--- src/hdl/qpo_pkg.sv ---
// Register map, limits, timing counts and types of the quadrature output
package qpo_pkg;
   localparam int unsigned CLK_NS = 4;

   localparam logic [7:0] ADDR_PHASE = 8'h00;
   localparam logic [7:0] ADDR_PPR = 8'h04;
   localparam logic [7:0] ADDR_SRC = 8'h08;
   localparam logic [7:0] ADDR_ZPOL = 8'h0C;
   localparam logic [7:0] ADDR_WIDE = 8'h10;
   localparam logic [7:0] ADDR_STATUS = 8'h14;

   localparam logic RST_PHASE = 1'h0;
   localparam logic [15:0] RST_PPR = 16'h09C4;
   localparam logic [1:0] RST_SRC = 2'h0;
   localparam logic RST_ZPOL = 1'h1;
   localparam logic [17:0] RST_WIDE = 18'h00000;

   localparam logic [1:0] SRC_ENC = 2'h0;
   localparam logic [1:0] SRC_REF = 2'h1;

   localparam logic [17:0] PPR_MIN = 18'h00023;
   localparam logic [17:0] PPR16_MAX = 18'h07FFF;
   localparam logic [20:0] ENC_CPR = 21'h100000;

   localparam int unsigned DIFF_MAX_PPS = 2_000_000;
   localparam int unsigned OC_MAX_PPS = 100_000;
   localparam int unsigned DIFF_PER_NS = 1_000_000_000 / DIFF_MAX_PPS;
   localparam int unsigned OC_PER_NS = 1_000_000_000 / OC_MAX_PPS;
   // Least spacing of two quadrature edges: a quarter output period
   localparam int unsigned EDGE_CYC =
      (DIFF_PER_NS + 4 * CLK_NS - 1) / (4 * CLK_NS);
   localparam int unsigned OC_CYC = (OC_PER_NS + CLK_NS - 1) / CLK_NS;
   localparam logic [5:0] EDGE_LAST = 6'(EDGE_CYC - 1);
   localparam logic [11:0] OC_LOAD = 12'(OC_CYC - 1);
   localparam logic [11:0] OC_ACT_MIN = 12'(OC_CYC - OC_CYC / 2);
   localparam logic [1:0] Z_STEPS = 2'h2;

   typedef enum logic [1:0] {
      Q0 = 2'b00, Q1 = 2'b01, Q2 = 2'b11, Q3 = 2'b10
   } qpo_quad_t;

   typedef struct packed {
      logic quad_out_a;
      logic quad_out_b;
      logic index_out_diff;
      logic index_out_open_collector;
   } qpo_pins_t;

   typedef struct packed {
      logic phase;
      logic [15:0] ppr;
      logic [1:0] src;
      logic zpol;
      logic [17:0] wide;
   } qpo_cfg_t;
endpackage

--- src/hdl/qpo_quadrature_pulse_output.sv ---
// Quadrature A/B/Z pulse output with Avalon-MM configuration registers
`timescale 1ns/1ns
`default_nettype none

// Contract
// - Source 0 divides encoder, 1 follows reference pulses, other values inhibit.
// - Full closed loop stops output and hands the pins to scale input.
// - A and B are quadrature channels a quarter period apart.
// - Phase bit 0 makes A lead B forward; 1 makes A lag.
// - Reversing motion inverts the lead-lag relation for either phase.
// - Z polarity 0 drives Z high when valid; 1 drives it low.
// - Z changes on rising edge at polarity 0, falling at 1.
// - Pulses per revolution 35 to 32767, default 2500, before fourfold.
// - Wide count up to 262143 overrides when at least 35.
// - Z once per revolution, aligned with A at phase 0 and with B at phase 1, one A pulse wide.
// - At most 2 Mpps differential and 100 kpps open-collector Z.
module qpo_quadrature_pulse_output (
   input wire logic i_clock,
   input wire logic i_sys_rst,
   input wire logic [7:0] i_avs_address,
   input wire logic i_avs_read,
   input wire logic i_avs_write,
   input wire logic [31:0] i_avs_writedata,
   input wire logic [3:0] i_avs_byteenable,
   output logic [31:0] o_avs_readdata,
   output logic o_avs_waitrequest,
   input wire logic i_enc_step,
   input wire logic i_enc_dir,
   input wire logic i_enc_index,
   input wire logic i_ref_step,
   input wire logic i_ref_dir,
   input wire logic i_full_closed,
   input wire logic i_pin_a,
   input wire logic i_pin_b,
   output var qpo_pkg::qpo_pins_t o_pins,
   output logic o_pins_oe,
   output logic o_scale_a,
   output logic o_scale_b
);
   import qpo_pkg::*;

   function automatic logic [31:0] be_merge(input logic [31:0] old,
      input logic [31:0] nw, input logic [3:0] be);
      logic [31:0] r;
      r = old;
      for (int i = 0; i < 4; i++) begin
         if (be[i]) begin
            r[8*i +: 8] = nw[8*i +: 8];
         end
      end
      return r;
   endfunction

   function automatic logic [17:0] ppr_pick(input logic [15:0] p16,
      input logic [17:0] wide);
      logic [17:0] p;
      p = {2'h0, p16};
      if (p < PPR_MIN) begin
         p = PPR_MIN;
      end
      if (p > PPR16_MAX) begin
         p = PPR16_MAX;
      end
      if (wide >= PPR_MIN) begin
         p = wide;
      end
      return p;
   endfunction

   function automatic qpo_quad_t quad_step(input qpo_quad_t q,
      input logic up);
      qpo_quad_t n;
      n = q;
      unique case (q)
         Q0: n = up ? Q1 : Q3;
         Q1: n = up ? Q2 : Q0;
         Q2: n = up ? Q3 : Q1;
         Q3: n = up ? Q0 : Q2;
      endcase
      return n;
   endfunction

   // Register slave
   qpo_cfg_t cfg_q, cfg_d;
   logic done_q, done_d;
   logic [31:0] rdata_q, rdata_d;
   logic req;

   // Core state
   qpo_quad_t q_q, q_d;
   logic [20:0] acc_q, acc_d;
   logic signed [7:0] pend_q, pend_d;
   logic [5:0] since_q, since_d;
   logic idx_q, idx_d;
   logic z_act_q, z_act_d;
   logic [1:0] zcnt_q, zcnt_d;
   logic [11:0] oc_q, oc_d;
   qpo_pins_t pins_q, pins_d;
   logic oe_q, oe_d;
   logic scale_a_q, scale_a_d;
   logic scale_b_q, scale_b_d;
   logic [20:0] inc, sum;
   logic up, dn, go, go_up, enc_mode, run;

   assign req = i_avs_read | i_avs_write;
   assign o_avs_waitrequest = req & ~done_q;
   assign o_avs_readdata = rdata_q;

   always_comb begin
      logic [31:0] m;
      m = '0;
      cfg_d = cfg_q;
      rdata_d = rdata_q;
      done_d = req & ~done_q;
      if (req & ~done_q) begin
         case (i_avs_address)
            ADDR_PHASE: rdata_d = {31'h0, cfg_q.phase};
            ADDR_PPR: rdata_d = {16'h0, cfg_q.ppr};
            ADDR_SRC: rdata_d = {30'h0, cfg_q.src};
            ADDR_ZPOL: rdata_d = {31'h0, cfg_q.zpol};
            ADDR_WIDE: rdata_d = {14'h0, cfg_q.wide};
            ADDR_STATUS: rdata_d = {16'h0, pend_q, 4'h0, oe_q, z_act_q, q_q};
            default: rdata_d = '0;
         endcase
      end
      if (i_avs_write & done_q) begin
         case (i_avs_address)
            ADDR_PHASE: begin
               m = be_merge({31'h0, cfg_q.phase}, i_avs_writedata,
                  i_avs_byteenable);
               cfg_d.phase = m[0];
            end
            ADDR_PPR: begin
               m = be_merge({16'h0, cfg_q.ppr}, i_avs_writedata,
                  i_avs_byteenable);
               cfg_d.ppr = m[15:0];
            end
            ADDR_SRC: begin
               m = be_merge({30'h0, cfg_q.src}, i_avs_writedata,
                  i_avs_byteenable);
               cfg_d.src = m[1:0];
            end
            ADDR_ZPOL: begin
               m = be_merge({31'h0, cfg_q.zpol}, i_avs_writedata,
                  i_avs_byteenable);
               cfg_d.zpol = m[0];
            end
            ADDR_WIDE: begin
               m = be_merge({14'h0, cfg_q.wide}, i_avs_writedata,
                  i_avs_byteenable);
               cfg_d.wide = m[17:0];
            end
            default: m = '0;
         endcase
      end
   end

   always_ff @(posedge i_clock or posedge i_sys_rst) begin
      if (i_sys_rst) begin
         cfg_q <= '{RST_PHASE, RST_PPR, RST_SRC, RST_ZPOL, RST_WIDE};
         done_q <= 1'b0;
         rdata_q <= '0;
      end else begin
         cfg_q <= cfg_d;
         done_q <= done_d;
         rdata_q <= rdata_d;
      end
   end

   assign enc_mode = cfg_q.src == SRC_ENC;
   // Codes above 1 inhibit; closed loop stops generation
   assign run = ~i_full_closed & (enc_mode | cfg_q.src == SRC_REF);
   assign inc = {1'b0, ppr_pick(cfg_q.ppr, cfg_q.wide), 2'b00};
   assign sum = acc_q + inc;
   // Edges paced to the differential rate limit
   assign go = run & (pend_q != 8'sh00) & (since_q >= EDGE_LAST);
   assign go_up = ~pend_q[7];

   always_comb begin
      acc_d = acc_q;
      up = 1'b0;
      dn = 1'b0;
      // Fractional divider, one step per overflow either way
      if (run & enc_mode & i_enc_step) begin
         if (i_enc_dir) begin
            if (sum >= ENC_CPR) begin
               acc_d = sum - ENC_CPR;
               up = 1'b1;
            end else begin
               acc_d = sum;
            end
         end else if (acc_q >= inc) begin
            acc_d = acc_q - inc;
         end else begin
            acc_d = acc_q + ENC_CPR - inc;
            dn = 1'b1;
         end
      end
      if (run & ~enc_mode & i_ref_step) begin
         up = i_ref_dir;
         dn = ~i_ref_dir;
      end
      pend_d = pend_q;
      if (up) begin
         pend_d = pend_d + 8'sh01;
      end
      if (dn) begin
         pend_d = pend_d - 8'sh01;
      end
      if (go) begin
         pend_d = go_up ? pend_d - 8'sh01 : pend_d + 8'sh01;
      end
      since_d = since_q;
      if (go) begin
         since_d = '0;
      end else if (since_q < EDGE_LAST) begin
         since_d = since_q + 6'h01;
      end
      // Reverse steps walk the Gray ring backwards
      q_d = go ? quad_step(q_q, go_up) : q_q;

      // Index waits for q[0] to rise (A at phase 0, B at phase 1), then lasts two steps
      idx_d = idx_q | (run & enc_mode & i_enc_index);
      z_act_d = z_act_q;
      zcnt_d = zcnt_q;
      if (go & z_act_q) begin
         zcnt_d = zcnt_q - 2'h1;
         z_act_d = zcnt_q != 2'h1;
      end else if (go & idx_q & q_d[0] & ~q_q[0]) begin
         z_act_d = 1'b1;
         zcnt_d = Z_STEPS;
         idx_d = run & enc_mode & i_enc_index;
      end
      if (~run | ~enc_mode) begin
         idx_d = 1'b0;
         z_act_d = 1'b0;
         zcnt_d = '0;
      end

      // Open-collector copy starts no faster than its rate limit
      oc_d = oc_q;
      if (oc_q != 12'h000) begin
         oc_d = oc_q - 12'h001;
      end else if (z_act_d & ~z_act_q) begin
         oc_d = OC_LOAD;
      end

      // Phase bit swaps channels; A is q[0], B is q[1]
      pins_d.quad_out_a = run & (cfg_q.phase ? q_q[1] : q_q[0]);
      pins_d.quad_out_b = run & (cfg_q.phase ? q_q[0] : q_q[1]);
      // Inactive level equals the polarity bit
      pins_d.index_out_diff = z_act_q ^ cfg_q.zpol;
      pins_d.index_out_open_collector =
         (oc_q >= OC_ACT_MIN) ^ cfg_q.zpol;
      oe_d = ~i_full_closed;
      scale_a_d = i_pin_a;
      scale_b_d = i_pin_b;
   end

   always_ff @(posedge i_clock or posedge i_sys_rst) begin
      if (i_sys_rst) begin
         q_q <= Q0;
         acc_q <= '0;
         pend_q <= '0;
         since_q <= '0;
         idx_q <= 1'b0;
         z_act_q <= 1'b0;
         zcnt_q <= '0;
         oc_q <= '0;
         pins_q <= '{1'b0, 1'b0, RST_ZPOL, RST_ZPOL};
         oe_q <= 1'b0;
         scale_a_q <= 1'b0;
         scale_b_q <= 1'b0;
      end else begin
         q_q <= q_d;
         acc_q <= acc_d;
         pend_q <= pend_d;
         since_q <= since_d;
         idx_q <= idx_d;
         z_act_q <= z_act_d;
         zcnt_q <= zcnt_d;
         oc_q <= oc_d;
         pins_q <= pins_d;
         oe_q <= oe_d;
         scale_a_q <= scale_a_d;
         scale_b_q <= scale_b_d;
      end
   end

   assign o_pins = pins_q;
   assign o_pins_oe = oe_q;
   assign o_scale_a = scale_a_q;
   assign o_scale_b = scale_b_q;
endmodule

`default_nettype wire

--- config.mk ---
export PLATFORM = sky130hd
export DESIGN_NAME = qpo_quadrature_pulse_output
export DESIGN_NICKNAME = d
export VERILOG_FILES = /design/src/hdl/qpo_pkg.sv /design/src/hdl/qpo_quadrature_pulse_output.sv
export SDC_FILE = /design/constraint.sdc
export NUM_CORES = 1
export LEC_CHECK = 0
export BUFFER_PORTS_ARGS = -buffer_cell sky130_fd_sc_hd__buf_4
export CORE_UTILIZATION = 65
export DETAILED_ROUTE_END_ITERATION = 6
export PLACE_DENSITY_LB_ADDON = 0.3
export SLEW_MARGIN = 30
export SYNTH_ARGS = -nofsm -noshare
export SYNTH_HDL_FRONTEND = slang
export SYNTH_SLANG_ARGS = --single-unit
--- constraint.sdc ---
create_clock -name i_clock -period 8.2 [get_ports i_clock]
set_input_delay 0.82 -clock i_clock [delete_from_list [all_inputs] [get_ports i_clock]]
set_output_delay 0.82 -clock i_clock [all_outputs]
set_load 0.01 [all_outputs]
; ---- Yosys cells after proc, flatten, opt, wreduce, memory -nomap -nowiden
; Index checks and enable logic that the tools add are counted.
[classes]
addsub = 12
order_cmp = 8
n_eq_ne = 10
muxes = 40
bitwise = 30
reduce_logical = 16
[ops]
columns = op, count
row1 = case mux 18 bit (6 select lines), 1
row2 = 2-to-1 mux 21 bit, 3
row3 = subtractor 21 x 20 -> 21 bit, 2
row4 = 2-to-1 mux 18 bit, 2
row5 = 2-to-1 mux 8 bit, 4
row6 = 2-to-1 mux 12 bit, 2
row7 = AND reduction 3 bit, 8
row8 = adder 21 x 20 -> 21 bit, 1
row9 = "adder 21 bit, second input constant", 1
row10 = >= comparator 21 x 20 -> 1 bit, 1
row11 = ">= comparator 21 bit, second input constant", 1
row12 = "subtractor 21 bit, second input constant", 1
row13 = ">= comparator 18 x 6 -> 1 bit, second input constant", 1
row14 = "> comparator 18 x 15 -> 1 bit, second input constant", 1
row15 = bitwise AND 1 bit, 17
row16 = 2-to-1 mux 1 bit, 17
row17 = "adder 8 x 2 -> 8 bit, second input constant", 2
row18 = "== test 8 x 4 -> 1 bit, second input constant", 2
row19 = "== test 8 x 5 -> 1 bit, second input constant", 2
row20 = "< comparator 16 x 6 -> 1 bit, second input constant", 1
row21 = 2-to-1 mux 16 bit, 1
row22 = "subtractor 8 x 2 -> 8 bit, second input constant", 2
row23 = 2-to-1 mux 2 bit, 7
row24 = ">= comparator 12 x 11 -> 1 bit, second input constant", 1
row25 = 20 further kinds, 35
[totals]
ff_bits = 131
out_inout_bits = 40

; ---- Depth between registers and ports, before layout
; Gate-level depths: netlist of run 1.
[depth]
ltp_word = 17
depth_mapped = 27
ltp_nobuf = 27

; ---- Worst setup path after synthesis of run 1
; OpenSTA, ideal clock, no wires.
[synth_timing]
path_type = register -> register
startpoint = register cfg_q[1] in the netlist's numbering
endpoint = register pend_q[6]
setup_ns = 0.131
arrival_time_ns = 5.303
required_ns = 8.069
setup_slack_ns = 2.765
path_stages_with_launch = 25
path_buffers = 1
path_cell_list = dfrtp_1 -> a211o_1 -> o21ai_0 -> nand4_1 -> clkbuf_1 -> o21ai_0 -> ha_1 -> inv_1 -> fa_1 -> and2b_1 -> o2111ai_1 -> a31o_2 -> a211o_1 -> a211oi_4 -> xnor2_1 -> xnor2_1 -> fa_1 -> a21o_1 -> a21o_1 -> a21o_1 -> a21oi_1 -> xnor2_1 -> nand2_1 -> o311ai_0 -> or3_1
[synth_between]
elab_chain_cells = 14
word_cells_on_any_way = 20
[synth_rtl]
columns = item, line
row1 = "start, declared", qpo_quadrature_pulse_output.sv:84  ; qpo_cfg_t cfg_q, cfg_d;
row2 = "start signal, assigned", qpo_quadrature_pulse_output.sv:160  ; cfg_q <= '{RST_PHASE, RST_PPR, RST_SRC, RST_ZPOL, RST_WIDE};
row3 = "start signal, assigned", qpo_quadrature_pulse_output.sv:164  ; cfg_q <= cfg_d;
row4 = >= comparator 18 x 6 -> 1 bit, qpo_quadrature_pulse_output.sv:64  ; if (wide >= PPR_MIN) begin
row5 = 2-to-1 mux 18 bit *, qpo_quadrature_pulse_output.sv:64
row6 = adder 21 x 20 -> 21 bit, qpo_quadrature_pulse_output.sv:174  ; assign sum = acc_q + inc;
row7 = >= comparator 21 bit, qpo_quadrature_pulse_output.sv:186  ; if (sum >= ENC_CPR) begin
row8 = 2-to-1 mux 1 bit, qpo_quadrature_pulse_output.sv:186
row9 = 2-to-1 mux 1 bit, qpo_quadrature_pulse_output.sv:185  ; if (i_enc_dir) begin
row10 = 2-to-1 mux 1 bit, qpo_quadrature_pulse_output.sv:184  ; if (run & enc_mode & i_enc_step) begin
row11 = 2-to-1 mux 1 bit, qpo_quadrature_pulse_output.sv:199  ; if (run & ~enc_mode & i_ref_step) begin
row12 = 2-to-1 mux 8 bit, qpo_quadrature_pulse_output.sv:204  ; if (up) begin
row13 = subtractor 8 x 2 -> 8 bit, qpo_quadrature_pulse_output.sv:208  ; pend_d = pend_d - 8'sh01;
row14 = 2-to-1 mux 8 bit *, qpo_quadrature_pulse_output.sv:207  ; if (dn) begin
row15 = subtractor 8 x 2 -> 8 bit or adder 8 x 2 -> 8 bit (tied branches), qpo_quadrature_pulse_output.sv:211  ; pend_d = go_up ? pend_d - 8'sh01 : pend_d + 8'sh01;
row16 = 2-to-1 mux 8 bit, qpo_quadrature_pulse_output.sv:211
row17 = 2-to-1 mux 8 bit *, qpo_quadrature_pulse_output.sv:210  ; if (go) begin
row18 = net pend_d[6], qpo_quadrature_pulse_output.sv:92  ; logic signed [7:0] pend_q, pend_d;
row19 = "end signal, assigned", qpo_quadrature_pulse_output.sv:277  ; pend_q <= pend_d;
row20 = "end, declared", qpo_quadrature_pulse_output.sv:92
; The timed path passes the listed nets; every way through them passes the cells marked *.
; A chain may end at the register's enable or synchronous reset.

; ---- Final worst setup path of run 1
[layout_timing]
startpoint = register cfg_q[17] in the netlist's numbering
endpoint = register pend_q[6]
; Same word-level chain as after synthesis.

==> impl_results.md, run 1 <==
- Outcome: finished, final reports clean
- Post-Route Skew: 0.00981 ns
- Fraction of layout cells with a size suffix above 1: 0.175
- Vias: 8007
- Final layout net count: 1243
- Hold buffers post-CTS: 0
- Setup crit end kind: flip-flop
- Synth Warn #: 0
- Critical path type: reg -> reg
- CP Data Required Time: 8.50 ns
- N_diodes: 0
- Core area: 13900 sq um
- Leading cell type in the layout, fill and taps excluded: dfrtp_1
- Worst-path fanout max: 21
- Area of the multi-input gates: 5790 sq um
- EDFF count, synth: 0
- Pre-CTS WS: 1.35 ns
- Critical Path AT: 7.24 ns
- Grt ovf: 0
- Hold crit path type: reg -> reg
- Worst slew margin: 0.447
- Residual DRC count: 0
- Int Pwr: 2000 uW
- CTS Buf Count: 17
- Mapped cell area: 9210 sq um
- Number of global-route vias before repair: 7613
- Distinct cell type count after synthesis: 71
- Sequential cell area: 2890 sq um
- Post-CTS sizing: 0
- Fill count: 984
- Starting Density: 0.664
- Largest net degree at the start of global routing: 60
- DIE AREA: 14700 sq um
- Die X: 121 um
- Max Cap Violations: 0
- Final core utilization: 0.751
- Top_reg_cell synth: dfrtp_1
- Clock Sinks: 115
- HPWL after detailed placement: 17100 um
- Area grow syn2layout: 13.2%
- Post-synthesis sequential area ratio: 0.313
- Ports: 96
- Seq pwr share: 0.224
- P per Cell Area: 339 nW/um^2
- Asr flop ratio synth: 1.00
- Combinational power share: 0.549
- Post CTS Setup Buffer Count: 0
- Period utilisation layout: 0.847
- Total iterations of the first detailed-routing run: 5
- Wire length of the first global-routing pass: 38500 um
- # setup viols final: 0
- Via density: 6.22
- WL final: 24000 um
- Leakage dissipation: 0.00476 uW
- F_max: 144 MHz
- Fin. max-slew vios: 0
- CTS Buffer Depth: 2
- CP startpoint kind: flip-flop
- Fin Setup TNS: 0 ns
- Clk pwr share: 0.227
- GRT Util Overall: 0.341
- Hold Vio Cnt, Final: 0
- Drt wl/cell: 18.6 um
- Final ANT Viol Nets: 0
- Mapped Avg Cell Area: 8.81 sq um
- Net Switching: 1540 uW
- Sw Ratio: 0.435
- Clock Tree Root: clkbuf_16
- Initial antenna violation count: 0
- Iter 0 DRT Violations: 717
- Input/output buffers: 66
- Skew-Pair Late Insertion Delay: 0.43 ns
- Die height: 121 um
- Setup ws final: 1.26 ns
- H-tree depth: 4
- Clock-pin slew on the worst setup and hold paths: 0.06 ns
- Setup repair after global routing missed its margin: false
- Minimum clock period: 6.94 ns
- Slew @ Worst Pin: 0.820 ns
- TritonCTS clock tree: yes
- Post-Syn Instances: 1046
- Worst vdd ir: 0.000250 V
- Synthesized flop and latch total: 115
- Gpl congestion: 0.911
- Most frequent cells in the layout: dfrtp_1 (107), nor2_1 (95), inv_1 (89), nand2_1 (84), o21ai_0 (79)
- Cell row count: 43
==> area by class of cell <==
cell class | instances | share of cell area
Clock inverter | 12 | 0.0173
Sequential cell | 115 | 0.277
Multi-Input combinational cell | 796 | 0.555
Inverter | 93 | 0.0337
Clock buffer | 20 | 0.0438
Timing Repair Buffer | 72 | 0.0518
Tap cell | 180 | 0.0216
==> kinds of logic (layout without fill, tap and decap cells) <==
| kind of cell | after synthesis | after routing | share of synthesized area |
|---|---|---|---|
| flip-flops | 115 | 115 | 0.313 |
| buffers and inverters | 148 | 197 | 0.0665 |
| XOR/XNOR | 68 | 68 | 0.0655 |
| AO/OA/AOI/OAI | 248 | 248 | 0.174 |
| adder cells (fa/ha/maj) | 92 | 92 | 0.141 |
| other | 1 | 14 | 0.000407 |
| AND/OR/NAND/NOR | 315 | 315 | 0.168 |
| multiplexers | 59 | 59 | 0.0709 |
==> sequential cells by signal, summed over array words and instances (netlist names) <==
| name | cells |
|---|---|
| since_q | 6 |
| o_pins_oe | 1 |
| o_avs_readdata | 18 |
| done_q | 1 |
| cfg_q | 38 |
| pend_q | 8 |
| oc_q | 12 |
| acc_q | 19 |
| q_q | 2 |
| o_scale_b | 1 |
| zcnt_q | 2 |
| z_act_q | 1 |
| idx_q | 1 |
| o_pins | 4 |
| o_scale_a | 1 |
==> power groups by stage <==
stage | clock network, uW | logic [uW] | registers (uW)
global route | 833 | 2160 | 803
CTS | 803 | 1920 | 787
floorplan | 0 | 1530 | 745
detailed placement | 0 | 1890 | 794
finish | 802 | 1940 | 790
global placement | 0 | 1830 | 789
==> per-layer routing <==
layer,GRT usage,share of wire
met4,0.137,0.029
met1,0.445,0.42
met3,0.0639,0.064
met2,0.559,0.48
met5,0,0
==> cells in the mapped netlist (all sizes together) (4+ instances only) <==
cell type,n,area share
a211o,6,0.0057
or3,7,0.0048
nor3,26,0.015
o21ai,79,0.043
mux2,50,0.061
nor2,95,0.039
nand2b,8,0.0054
mux2i,9,0.0098
a211oi,23,0.020
o41ai,4,0.0046
or2,12,0.0081
dfrtp,107,0.29
nand2,84,0.034
a31oi,9,0.0061
nor4b,6,0.0057
dfstp,8,0.023
ha,72,0.098
nor3b,4,0.0038
clkbuf,36,0.015
a22oi,17,0.014
o21bai,6,0.0049
and4,4,0.0038
nand4,13,0.0088
nor2b,10,0.0068
nand3b,4,0.0033
and2,5,0.0034
buf,19,0.014
xor2,19,0.018
inv,92,0.037
o21a,4,0.0033
nand3,17,0.010
xnor2,49,0.047
a21o,14,0.011
or4,4,0.0033
nor4,12,0.0098
a21oi,52,0.028
fa,20,0.043
o31ai,6,0.0049
==> worst paths after layout <==
| kind | start | end | slack (ns) | depth (start not counted) |
|---|---|---|---|---|
| min in group asynchronous | i_sys_rst | o_scale_b | 0.52 | 2 |
| worst max register to register | cfg_q[17] | pend_q[6] | 1.26 | 22 |
| worst min register to register | o_avs_readdata[17] | o_avs_readdata[17] | 0.49 | 2 |
| worst min-delay path | o_avs_readdata[17] | o_avs_readdata[17] | 0.49 | 2 |
| worst max-delay path | cfg_q[17] | pend_q[6] | 1.26 | 22 |
| max in group asynchronous | i_sys_rst | cfg_q[17] | 6.43 | 3 |
==> worst max-delay path, stage by stage, from the launching register on <==
cell and delay (ns):
dfrtp_1 0.50, nor4_1 0.44, nand4_1 0.69, o21ai_0 0.78, inv_1 0.10, ha_1 0.25, fa_1 0.40, nand2b_1 0.17
nor3_1 0.26, o41ai_2 0.18, a221oi_2 0.51, a21o_1 0.23, nand3_1 0.17, nor3_2 0.41, xnor2_1 0.21, ha_1 0.34
a21o_1 0.21, a21o_1 0.17, a21oi_1 0.19, xnor2_1 0.09, nand2_1 0.07, o311ai_0 0.13, or3_1 0.33
==> per-stage QoR <==
step | hold WS, ns | power [uW] | instance area [sq um] | std cells
after floorplan | 0.435 | 2280 | 9260 | 1059
after global placement | 0.454 | 2620 | 9780 | 1256
after detailed placement | 0.461 | 2680 | 9790 | 1256
after CTS | 0.479 | 3510 | 10400 | 1288
after global routing | 0.484 | 3800 | 10400 | 1288
final | 0.487 | 3530 | 10400 | 1288
Note: power is estimated with default switching activity, not from simulation.
==> run 2, diff against run 1 <==
Settings changed: CORE_UTILIZATION 65 to 61.
Clock period 8.2 ns to 7.1 ns, I/O delays scaled along.
==> impl_results.md, run 2 (synthesized netlist as in run 1, its figures left out) <==
- Outcome: finished with violations
- Failing checks: design-rule violations
- Critical Path AT: 6.78 ns
- Ports: 96
- Setup crit end kind: flip-flop
- Die X: 125 um
- Worst-path fanout max: 10
- CTS Buf Count: 17
- Worst hold slack: 0.383 ns
- Fill count: 1063
- Hold Vio Cnt, Final: 0
- Input/output buffers: 66
- Net Switching: 1780 uW
- Clk pwr share: 0.237
- Skew-Pair Late Insertion Delay: 0.42 ns
- GRT Util Overall: 0.315
- Setup repair after global routing missed its margin: false
- Vias: 7870
- Int Pwr: 2340 uW
- Post-CTS sizing: 0
- Sw Ratio: 0.433
- Fin. max-slew vios: 0
- Via density: 6.08
- Hold buffers post-CTS: 0
- Worst slew margin: 0.379
- Reg2Reg Depth: 24
- Critical path type: reg -> reg
- Number of global-route vias before repair: 7865
- CP Data Required Time: 7.40 ns
- Fraction of layout cells with a size suffix above 1: 0.178
- DIE AREA: 15600 sq um
- Leakage dissipation: 0.00479 uW
- Fin Setup TNS: 0 ns
- Register with the most flip-flops: cfg_q
- Hold crit path type: in -> async
- CP startpoint kind: flip-flop
- Residual DRC count: 6
- Seq pwr share: 0.221
- Gpl congestion: 0.918
- Drt wl/cell: 18.2 um
- R2r endpoint: pend_q[6]
- Minimum clock period: 6.49 ns
- Max Cap Violations: 0
- Die height: 125 um
- Finished Layout Cells: 1294
- WL final: 23600 um
- Initial antenna violation count: 0
- H-tree depth: 4
- Cell row count: 44
- Slew @ Worst Pin: 0.929 ns
- Worst reg2reg path startpoint: cfg_q[1]
- Core area: 14600 sq um
- Reg2Reg Setup Slack: 0.61 ns
- Total iterations of the first detailed-routing run: 7
- Iter 0 DRT Violations: 478
- Placed Cells: 1262
- Period utilisation layout: 0.914
- Largest net degree at the start of global routing: 66
- Starting Density: 0.629
- Grt ovf: 0
- Area grow syn2layout: 13.9%
- Final layout net count: 1245
- TritonCTS clock tree: yes
- Clock-pin slew on the worst setup and hold paths: 0.06 ns
- Wire length of the first global-routing pass: 38900 um
- Most frequent cells in the layout: dfrtp_1 (107), nor2_1 (95), inv_1 (89), nand2_1 (84), o21ai_0 (79)
- Final ANT Viol Nets: 0
- HPWL after detailed placement: 17100 um
- Post-Route Skew: 0.00818 ns
- CTS Buffer Depth: 2
- Worst vdd ir: 0.000287 V
- Clock Tree Root: clkbuf_16
- N_diodes: 0
- Post CTS Setup Buffer Count: 0
- Clock Sinks: 115
- # setup viols final: 0
- Leading cell type in the layout, fill and taps excluded: dfrtp_1
- F_max: 154 MHz
- P per Cell Area: 393 nW/um^2
- Combinational power share: 0.542
- Max FFs per register: 38
- Final total power: 4120 uW
[run 2: worst max path at each step]
stage / end / cells after the start / from / slack (ns)
CTS: pend_q[6] / 24 / cfg_q[1] / 0.68
finish: pend_q[6] / 24 / cfg_q[1] / 0.61
global route: pend_q[6] / 24 / cfg_q[1] / 0.10
global placement: pend_q[6] / 24 / cfg_q[1] / 0.92
detailed placement: pend_q[6] / 24 / cfg_q[1] / 0.70
floorplan: pend_q[6] / 24 / cfg_q[1] / 1.67
[run 2: power groups by stage]
stage / clock network (uW) / logic (uW) / registers (uW)
floorplan: 0 / 1770 / 861
global placement: 0 / 2130 / 911
detailed placement: 0 / 2190 / 916
CTS: 982 / 2210 / 906
global route: 1010 / 2500 / 925
finish: 976 / 2240 / 912
[run 2: worst max-delay path, stage by stage, from the launching register on]
cell,delay [ns]
dfrtp_1,0.44
a211o_1,0.31
o21ai_0,0.20
nand4_1,0.33
o21ai_0,0.62
inv_1,0.11
ha_1,0.25
fa_1,0.39
nand2b_1,0.17
nor3_1,0.28
o41ai_2,0.19
a221oi_2,0.53
a21oi_1,0.23
o21ai_0,0.18
and2_1,0.14
mux2i_1,0.12
fa_1,0.46
a21o_1,0.20
a21o_1,0.19
a21o_1,0.18
a21oi_1,0.18
xnor2_1,0.08
nand2_1,0.06
o311ai_0,0.16
or3_1,0.34
[run 2: final cells by class]
cell class	instances	area, sq um	share of cell area
multi-input combinational	796	5810	0.553
timing repair buffer	74	556	0.0529
clock buffer	18	439	0.0418
clock inverter	14	225	0.0215
inverter	93	352	0.0335
sequential	115	2890	0.275
tap	184	230	0.0219
[run 2: per-stage QoR]
| step | worst slack, ns | cell area [sq um] | utilization |
|---|---|---|---|
| final | 0.613 | 10500 | 0.717 |
| after global routing | 0.101 | 10500 | 0.717 |
| after CTS | 0.682 | 10500 | 0.716 |
| after detailed placement | 0.701 | 9820 | 0.670 |
| after global placement | 0.918 | 9810 | 0.670 |
| after floorplan | 1.67 | 9260 | - |
[run 2: routing by layer]
layer	wire [um]	share of wire	global-route usage	vias to the layer above
li1	-	-	-	3741
met1	10300	0.44	0.407	3813
met2	11500	0.49	0.532	270
met3	1260	0.053	0.0473	46
met4	537	0.023	0.126	0
met5	0	0	0	-
